==> src/core/qcs_defines.svh <==
// Purpose: Constants of the quadrature counter with serial configuration
// Assumes: Included by the package and the counter module
// Notes: Bit positions refer to the 32-bit configuration word, except the gear bits of the threshold
`ifndef QCS_DEFINES_SVH
`define QCS_DEFINES_SVH

`define QCS_CFG_BITS 32
`define QCS_CFG_RESET 32'h1f00_0004
`define QCS_CFG_MAX_HI 31
`define QCS_CFG_MAX_LO 24
`define QCS_CFG_INIT_HI 23
`define QCS_CFG_INIT_LO 16
`define QCS_CFG_TMR_HI 15
`define QCS_CFG_TMR_LO 8
`define QCS_CFG_FORCE 5
`define QCS_CFG_X1_HI 4
`define QCS_CFG_X1_LO 3
`define QCS_CFG_DEB 2
`define QCS_CFG_WRAP 1
`define QCS_CFG_GEAR 0
`define QCS_SPI_CNT_MAX 6'h21
`define QCS_SPI_CNT_FULL 6'h20
`define QCS_CNT_MIN 8'h00
`define QCS_THR_MAX 5'h1f
`define QCS_THR_MIN 5'h00
`define QCS_GEAR_HI 4
`define QCS_GEAR_LO 3
`define QCS_GEAR_FAST 2'h2
`define QCS_FRAME_REST 4'h9
`define QCS_UART_IDLE 1'b1
`define QCS_UART_START 1'b0
`define QCS_UART_STOP 1'b1

`endif

==> src/core/qcs_pkg.sv <==
// Purpose: Types shared by the quadrature counter
// Assumes: Configuration word layout fixed by the constants header
// Notes: The struct mirrors the configuration word bit for bit
`include "qcs_defines.svh"
package qcs_pkg;

  typedef struct packed {
    logic [7:0] maxVal;
    logic [7:0] initVal;
    logic [7:0] gearTimer;
    logic [1:0] unused;
    logic forceHalf;
    logic [1:0] x1Code;
    logic debounceEn;
    logic wrapEn;
    logic gearEn;
  } qcs_cfg_type;

  typedef struct packed {
    logic chanA;
    logic chanB;
    logic halfRatePin;
    logic spiCsN;
    logic spiSck;
    logic spiSdi;
  } qcs_pins_type;

  typedef struct packed {
    logic quad;
    logic dbl;
    logic single;
    logic fwd;
  } qcs_pulse_type;

endpackage : qcs_pkg

==> src/core/qcs_counter.sv <==
// Purpose: Quadrature driven 8-bit counter with parallel, serial and PWM outputs, configured over SPI
// Assumes: All pins asynchronous to clk; SPI clock far slower than clk
// Notes: Serial frames leave back to back, one bit per clk, fed through a small buffer
// Functional notes
// - Eight-bit counter steps up or down on decoded quadrature transitions.
// - Parallel output shows the low five counter bits.
// - Counter sent as 8N1 frame, one bit per system clock.
// - Direction output shows forward or backward progression.
// - PWM duty cycle proportional to counter value.
// - PWM period follows configured maximum value.
// - With debounce, a reversal needs a second pulse in that direction.
// - With wrap, counter rolls between maximum and minimum.
// - Gearbox picks quad rate pulses at high channel speed, else the single or double rate set by pin and force bit.
// - Five-bit threshold rises per quad pulse off a tick, falls per tick without a quad pulse; divided by eight selects gear.
// - Gearbox timer value sets cycles between threshold decrements.
// - Pin high or force bit makes counter update on double-rate pulses.
// - Single-rate code selects which transitions make single-rate pulses.
// - Reset defaults form a debounced five-bit counter, maximum 31.
// - Configuration over SPI mode 0, MSB first, active-low select, 32 bits.
// - Word bits 31..24 maximum, 23..16 initial, 15..8 gearbox timer.
// - Bit 5 force, 4..3 single code, 2 debounce, 1 wrap, 0 gearbox.
// - Accepted configuration loads counter with its initial value.
`include "qcs_defines.svh"
module qcs_counter
  import qcs_pkg::*;
#(
  parameter int FIFO_DEPTH = 2
) (
  input wire logic clk, // System clock
  input wire logic rstn, // Asynchronous reset, active low
  input wire logic chanA, // Quadrature channel A
  input wire logic chanB, // Quadrature channel B
  input wire logic halfRatePin, // Update on double-rate pulses when high
  input wire logic spiCsN, // SPI chip select, active low
  input wire logic spiSck, // SPI clock
  input wire logic spiSdi, // SPI data in
  output logic uartTx, // Serial count stream
  output logic pwmOut, // PWM of the count
  output logic dirOut, // Direction, high is forward
  output logic [4:0] countOut // Low five counter bits
);

  localparam int PTR_W = (FIFO_DEPTH > 1) ? $clog2(FIFO_DEPTH) : 1;

  if (FIFO_DEPTH < 2) begin : g_chk
    $error("FIFO_DEPTH must be at least 2");
  end

  // Input synchronisers
  qcs_pins_type pinsRaw, sync1_r, sync2_r, pinsPrev_r;
  assign pinsRaw = '{chanA, chanB, halfRatePin, spiCsN, spiSck, spiSdi};

  always_ff @(posedge clk or negedge rstn) begin
    if (!rstn) begin
      sync1_r <= '{1'b0, 1'b0, 1'b0, 1'b1, 1'b0, 1'b0};
      sync2_r <= '{1'b0, 1'b0, 1'b0, 1'b1, 1'b0, 1'b0};
      pinsPrev_r <= '{1'b0, 1'b0, 1'b0, 1'b1, 1'b0, 1'b0};
    end else begin
      sync1_r <= pinsRaw;
      sync2_r <= sync1_r;
      pinsPrev_r <= sync2_r;
    end
  end

  // SPI configuration receiver
  qcs_cfg_type cfg_r, cfg_nxt;
  logic [31:0] spiShift_r, spiShift_nxt;
  logic [5:0] spiCnt_r, spiCnt_nxt;
  logic cfgLoad_r, cfgLoad_nxt;

  always_comb begin
    cfg_nxt = cfg_r;
    spiShift_nxt = spiShift_r;
    spiCnt_nxt = spiCnt_r;
    cfgLoad_nxt = 1'b0;
    if (sync2_r.spiCsN) begin
      if (!pinsPrev_r.spiCsN && spiCnt_r == `QCS_SPI_CNT_FULL) begin
        cfg_nxt = qcs_cfg_type'(spiShift_r);
        cfgLoad_nxt = 1'b1;
      end
      spiCnt_nxt = 6'h00;
    end else if (sync2_r.spiSck && !pinsPrev_r.spiSck) begin
      spiShift_nxt = {spiShift_r[30:0], sync2_r.spiSdi};
      if (spiCnt_r != `QCS_SPI_CNT_MAX) begin
        spiCnt_nxt = spiCnt_r + 6'h01;
      end
    end
  end

  always_ff @(posedge clk or negedge rstn) begin
    if (!rstn) begin
      cfg_r <= qcs_cfg_type'(`QCS_CFG_RESET);
      spiShift_r <= 32'h0000_0000;
      spiCnt_r <= 6'h00;
      cfgLoad_r <= 1'b0;
    end else begin
      cfg_r <= cfg_nxt;
      spiShift_r <= spiShift_nxt;
      spiCnt_r <= spiCnt_nxt;
      cfgLoad_r <= cfgLoad_nxt;
    end
  end

  // Quadrature decoder
  qcs_pulse_type pulse;
  logic [1:0] grayNow, grayOld, binNow, binOld;

  always_comb begin
    grayNow = {sync2_r.chanA, sync2_r.chanB};
    grayOld = {pinsPrev_r.chanA, pinsPrev_r.chanB};
    binNow = {grayNow[1], grayNow[1] ^ grayNow[0]};
    binOld = {grayOld[1], grayOld[1] ^ grayOld[0]};
    pulse.quad = (grayNow ^ grayOld) == 2'b01 || (grayNow ^ grayOld) == 2'b10;
    pulse.fwd = binNow == binOld + 2'b01;
    pulse.single = pulse.quad && grayNow == cfg_r.x1Code;
    pulse.dbl = pulse.quad && (grayNow == cfg_r.x1Code || grayNow == ~cfg_r.x1Code);
  end

  // Gearbox, debounce and counter
  logic [4:0] thr_r, thr_nxt;
  logic [7:0] tmr_r, tmr_nxt;
  logic [7:0] cnt_r, cnt_nxt;
  logic dir_r, dir_nxt;
  logic revPend_r, revPend_nxt;
  logic halfRate, stepPulse, accept;

  always_comb begin
    thr_nxt = thr_r;
    tmr_nxt = tmr_r;
    if (tmr_r == 8'h00) begin
      tmr_nxt = cfg_r.gearTimer;
    end else begin
      tmr_nxt = tmr_r - 8'h01;
    end
    if (pulse.quad && !(tmr_r == 8'h00)) begin
      if (thr_r != `QCS_THR_MAX) begin
        thr_nxt = thr_r + 5'h01;
      end
    end else if (tmr_r == 8'h00 && !pulse.quad) begin
      if (thr_r != `QCS_THR_MIN) begin
        thr_nxt = thr_r - 5'h01;
      end
    end
    halfRate = sync2_r.halfRatePin || cfg_r.forceHalf;
    if (cfg_r.gearEn && thr_r[`QCS_GEAR_HI:`QCS_GEAR_LO] >= `QCS_GEAR_FAST) begin
      stepPulse = pulse.quad;
    end else if (halfRate) begin
      stepPulse = pulse.dbl;
    end else begin
      stepPulse = pulse.single;
    end

    dir_nxt = dir_r;
    revPend_nxt = revPend_r;
    accept = 1'b0;
    if (stepPulse) begin
      if (pulse.fwd == dir_r) begin
        accept = 1'b1;
        revPend_nxt = 1'b0;
      end else if (cfg_r.debounceEn && !revPend_r) begin
        revPend_nxt = 1'b1;
      end else begin
        accept = 1'b1;
        dir_nxt = pulse.fwd;
        revPend_nxt = 1'b0;
      end
    end

    cnt_nxt = cnt_r;
    if (cfgLoad_r) begin
      cnt_nxt = cfg_r.initVal;
    end else if (accept && pulse.fwd) begin
      if (cnt_r >= cfg_r.maxVal) begin
        cnt_nxt = cfg_r.wrapEn ? `QCS_CNT_MIN : cfg_r.maxVal;
      end else begin
        cnt_nxt = cnt_r + 8'h01;
      end
    end else if (accept) begin
      if (cnt_r == `QCS_CNT_MIN) begin
        cnt_nxt = cfg_r.wrapEn ? cfg_r.maxVal : `QCS_CNT_MIN;
      end else begin
        cnt_nxt = cnt_r - 8'h01;
      end
    end
  end

  always_ff @(posedge clk or negedge rstn) begin
    if (!rstn) begin
      thr_r <= `QCS_THR_MIN;
      tmr_r <= 8'h00;
      cnt_r <= `QCS_CNT_MIN;
      dir_r <= 1'b1;
      revPend_r <= 1'b0;
    end else begin
      thr_r <= thr_nxt;
      tmr_r <= tmr_nxt;
      cnt_r <= cnt_nxt;
      dir_r <= dir_nxt;
      revPend_r <= revPend_nxt;
    end
  end

  // Two-entry buffer between the count and the serial shifter
  logic [7:0] fifoMem_r [FIFO_DEPTH];
  logic [7:0] fifoMem_nxt [FIFO_DEPTH];
  logic [PTR_W-1:0] wrPtr_r, wrPtr_nxt, rdPtr_r, rdPtr_nxt;
  logic [PTR_W:0] fill_r, fill_nxt;
  logic inValid, inReady, outValid, outReady, push, pop;

  assign inValid = 1'b1;
  assign inReady = fill_r != (PTR_W + 1)'(FIFO_DEPTH);
  assign outValid = fill_r != '0;
  assign push = inValid && inReady;
  assign pop = outValid && outReady;

  always_comb begin
    fifoMem_nxt = fifoMem_r;
    wrPtr_nxt = wrPtr_r;
    rdPtr_nxt = rdPtr_r;
    if (push) begin
      fifoMem_nxt[wrPtr_r] = cnt_r;
      wrPtr_nxt = (wrPtr_r == PTR_W'(FIFO_DEPTH - 1)) ? '0 : wrPtr_r + PTR_W'(1);
    end
    if (pop) begin
      rdPtr_nxt = (rdPtr_r == PTR_W'(FIFO_DEPTH - 1)) ? '0 : rdPtr_r + PTR_W'(1);
    end
    fill_nxt = fill_r + (PTR_W + 1)'(push) - (PTR_W + 1)'(pop);
  end

  always_ff @(posedge clk or negedge rstn) begin
    if (!rstn) begin
      for (int i = 0; i < FIFO_DEPTH; i++) begin
        fifoMem_r[i] <= 8'h00;
      end
      wrPtr_r <= '0;
      rdPtr_r <= '0;
      fill_r <= '0;
    end else begin
      fifoMem_r <= fifoMem_nxt;
      wrPtr_r <= wrPtr_nxt;
      rdPtr_r <= rdPtr_nxt;
      fill_r <= fill_nxt;
    end
  end

  // Serial shifter, one bit per clock
  logic [8:0] txShift_r, txShift_nxt;
  logic [3:0] txLeft_r, txLeft_nxt;
  logic tx_nxt;

  assign outReady = txLeft_r == 4'h0;

  always_comb begin
    txShift_nxt = txShift_r;
    txLeft_nxt = txLeft_r;
    tx_nxt = `QCS_UART_IDLE;
    if (txLeft_r != 4'h0) begin
      tx_nxt = txShift_r[0];
      txShift_nxt = {1'b1, txShift_r[8:1]};
      txLeft_nxt = txLeft_r - 4'h1;
    end else if (outValid) begin
      tx_nxt = `QCS_UART_START;
      txShift_nxt = {`QCS_UART_STOP, fifoMem_r[rdPtr_r]};
      txLeft_nxt = `QCS_FRAME_REST;
    end
  end

  // PWM, period set by the maximum value
  logic [7:0] pwmCnt_r, pwmCnt_nxt;

  always_comb begin
    pwmCnt_nxt = (pwmCnt_r >= cfg_r.maxVal) ? 8'h00 : pwmCnt_r + 8'h01;
  end

  always_ff @(posedge clk or negedge rstn) begin
    if (!rstn) begin
      txShift_r <= 9'h1ff;
      txLeft_r <= 4'h0;
      uartTx <= `QCS_UART_IDLE;
      pwmCnt_r <= 8'h00;
      pwmOut <= 1'b0;
      dirOut <= 1'b1;
      countOut <= 5'h00;
    end else begin
      txShift_r <= txShift_nxt;
      txLeft_r <= txLeft_nxt;
      uartTx <= tx_nxt;
      pwmCnt_r <= pwmCnt_nxt;
      pwmOut <= pwmCnt_r < cnt_r;
      dirOut <= dir_r;
      countOut <= cnt_r[4:0];
    end
  end

endmodule : qcs_counter

==> config.mk <==
export PLATFORM = sky130hd
export DESIGN_NAME = qcs_counter
export DESIGN_NICKNAME = d
export VERILOG_FILES = /design/src/core/qcs_pkg.sv /design/src/core/qcs_counter.sv
export VERILOG_INCLUDE_DIRS = /design/src /design/src/core
export SDC_FILE = /design/constraint.sdc
export NUM_CORES = 1
export LEC_CHECK = 0
export BUFFER_PORTS_ARGS = -buffer_cell sky130_fd_sc_hd__buf_2
export CAP_MARGIN = 20
export CORE_ASPECT_RATIO = 0.8
export CORE_MARGIN = 3
export CORE_UTILIZATION = 61
export DETAILED_ROUTE_END_ITERATION = 7
export PLACE_DENSITY = 0.78
export RECOVER_POWER = 25
export SKIP_LAST_GASP = 1
export SLEW_MARGIN = 30
export SYNTH_ARGS = -nofsm -noshare
export SYNTH_HDL_FRONTEND = slang
export SYNTH_SLANG_ARGS = --single-unit
==> constraint.sdc <==
create_clock -name clk -period 4.8 [get_ports clk]
set_clock_uncertainty 0.05 [all_clocks]
set_input_delay 0.48 -clock clk [delete_from_list [all_inputs] [get_ports clk]]
set_output_delay 0.48 -clock clk [all_outputs]
set_load 0.05 [all_outputs]
==> impl_metrics.yaml <==
setup_path:
  reg2reg_from: "tmr_r[2]"
  reg2reg_depth: 11
  worstSetupEndpointType: "flip-flop"
  path_class: "reg -> reg"
  reg2reg_slack_ns: 1.63
  worstReg2RegEnd: "thr_r[4]"
  required_ns: 5.05
  crit_path_end: "thr_r[4]"
  arrival_ns: 3.42
  startpoint: "tmr_r[2]"
  start_kind: "flip-flop"
  cp_max_fo: 11
synth:
  yosys.area.top_type_share_pct: 46.46
  synth_edf_count: 0
  synth.cell_area_mm2: 0.007325
  synth_area_per_cell_um2: 11.46
  yosysTopAreaCell: "dfrtp_1"
  synth.net_count: 685
  ys_types: 63
  synth-seq-cells: 156
  ys.flop_type: "dfrtp_1"
  seq_area_frac_synth_pct: 53.64
  ys_async_sr_fraction_pct: 100.0
  synth.yosys.warnings: 0
  synth_cells: 639
  synth.area.top_cells: "dfrtp_1 (46%), mux2_2 (10%), dfstp_2 (7.2%)"
cells_and_area:
  antenna_cells: 0
  layout.nets: 700
  utilization_pct: 70.38
  drive_gt1_share_pct: 21.59
  syn2layout_area_growth_pct: 11.51
floorplan:
  start_util_pct: 63.12
  die_area_mm2: 0.01337
  core.rowCount: 35
  coreArea_mm2: 0.01160
  ios: 16
  chipHeight_um: 104.0
  fp.dieW_um: 128.5
sta:
  finalSetupTns_ns: 0
  period_share_pct: 66.12
  rsz0062_at_grt: "no"
  hold_violations: 0
  worstMarginPinSlew_ns: 2.782
  final_max_slew_viol_count: 119
  setup_viol_count_final: 0
  max_slew_margin_pct: -85.46
  hold_ws_ns: 0.1107
  max_freq_mhz: 315.1
  period_needed_ns: 3.174
routing:
  avgRoutedWirePerCell_um: 18.36
  dr.pass1.iters: 5
  drc: 0
  drt-total-wl_mm: 14.96
  postRouteAntennaNets: 0
  via_count: 4931
  vias_per_cell: 6.050
  dr.first_iter.drc_count: 344
grt:
  grt_pass1_wl_mm: 25.03
  grt_max_degree: 119
  grt_pass1_vias: 4974
  grt_overflow: 0
  grt_usage_pct: 23.58
  antenna_found_initial: 0
clocking:
  clk_path_buf_depth: 2
  cts-resized-gates: 0
  clkLatencyLatePin_ns: 0.42
  holdBufCountCts: 0
  cts_made_buffers: 17
  postCtsSetupBuffers: 0
  clock_sinks: 156
  path_clk_slew_ns: 0.06
  htreeDepth: 4
  clockRootBuffer: "clkbuf_16"
  cts_tree: "done"
status:
  violations: "capacitance limit, slew limit"
  status: "finished with violations"
power:
  seqPwrFrac_pct: 42.9
  p_sw_mw: 1.191
  power_density_mw_per_mm2: 481.9
  ir_drop_mv: 0.3523
  p_leak_nw: 3.838
  power_frac_comb_pct: 19.5
  cell_internal_pwr_mw: 2.745
  p_clk_share_pct: 37.5
  switching_share_pct: 30.26
flow_run:
  maxCapViolations: 1
place:
  gp_congestion: 0.9237
  port_buffers: 15
  dp_hpwl_mm: 10.02
worst_hold_path:
  hold_class: "in -> reg"
-- worst max-delay path, cell delays in order (launching register included) --
cell and delay (ns):
dfrtp_1 0.42, nor3_1 0.28, nand2_1 0.18, or4_1 0.62, ha_1 0.30, inv_1 0.18
ha_1 0.31, a21o_1 0.18, a21oi_1 0.18, xnor2_1 0.14, nand2_1 0.09, xnor2_1 0.13
-- per-stage QoR --
| step | setup WS [ns] | instances | area, um2 | total power, mW |
|---|---|---|---|---|
| after floorplan | 1.968 | 639 | 7325 | 2.204 |
| after global placement | 1.853 | 783 | 7528 | 2.427 |
| after detailed placement | 1.659 | 783 | 7535 | 2.454 |
| after CTS | 1.645 | 815 | 8178 | 3.943 |
| after global routing | 1.471 | 815 | 8168 | 4.115 |
| final | 1.626 | 815 | 8168 | 3.936 |
-- state kept, by name (all words and copies together) (netlist names), 4 cells and up --
register / cells
spiShift_r: 32
cfg_r: 30
fifoMem_r: 16
cnt_r: 8
pwmCnt_r: 8
tmr_r: 8
txShift_r: 8
spiCnt_r: 6
sync1_r: 6
countOut: 5
thr_r: 5
sync2_r: 4
txLeft_r: 4
-- per-layer routing --
metal,global-route usage (%),routed length [um],vias up
met1,34.07,7057,2478
met4,6.447,112,0
li1,-,-,2305
met5,0,0,-
met3,6.725,822,10
met2,35.20,6972,138
-- power by group through the flow --
stage / Combinational (mW) / Sequential, mW / Clock (mW)
after floorplan: 0.511 / 1.69 / 0
after global placement: 0.735 / 1.69 / 0
after detailed placement: 0.753 / 1.70 / 0
after CTS: 0.765 / 1.68 / 1.49
after global routing: 0.850 / 1.71 / 1.55
final: 0.768 / 1.69 / 1.48
-- cell usage in the layout (no fill, tap or decap), types with 5 or more instances in the layout --
cell	instances
a21o_1	8
buf_2	14
clkbuf_1	5
nand3_1	18
mux2i_1	10
xnor2_1	22
and3_1	6
o211ai_1	6
nor2_1	45
ha_1	37
bufinv_16	5
dfrtp_1	136
a21oi_1	34
dfstp_2	18
nor3_1	10
clkbuf_16	17
nand2b_1	6
o21ai_0	34
mux2_2	66
nand2_1	46
xor2_1	12
inv_1	28
-- cell usage after synthesis, types with 10 or more instances --
master / n
dfrtp_1: 136
a21oi_1: 34
nor3_1: 10
nand2_1: 46
nand3_1: 18
clkbuf_1: 17
mux2i_1: 10
nor2_1: 47
dfstp_2: 20
inv_1: 28
o21ai_0: 34
ha_1: 37
xor2_1: 12
xnor2_1: 22
mux2_2: 66
-- layout make-up --
class	instances	area, um2
multi-input combinational	432	3201
fill	820	3437
clock buffer	23	457.9
timing repair buffer	19	105.1
tap	148	185.2
clock inverter	9	185.2
sequential	156	3929
inverter	28	105.1
-- how the worst min path moves through the flow --
stage               cells after the start  slack [ns]        from          to
floorplan                               0        0.13        rstn   binNow[1]
global placement                        0        0.28  sync1_r[1]  sync2_r[1]
CTS                                     1         0.1      spiCsN  sync1_r[2]
global route                            1         0.1      spiCsN  sync1_r[2]
finish                                  1        0.11      spiCsN  sync1_r[2]
detailed placement                      0        0.30  sync1_r[0]  sync2_r[0]
-- cell families (layout without fill, tap and decap cells) --
logic type	count (synthesis)	count (layout)	synth area share, %
adder cells (fa/ha/maj)	38	38	6.594
AND/OR/NAND/NOR	157	157	10.27
multiplexers	77	77	11.67
AO/OA/AOI/OAI	126	126	10.95
XOR/XNOR	34	34	4.066
buffers and inverters	51	79	2.819
flip-flops	156	156	53.64
Power figures use the tool's default switching activity.
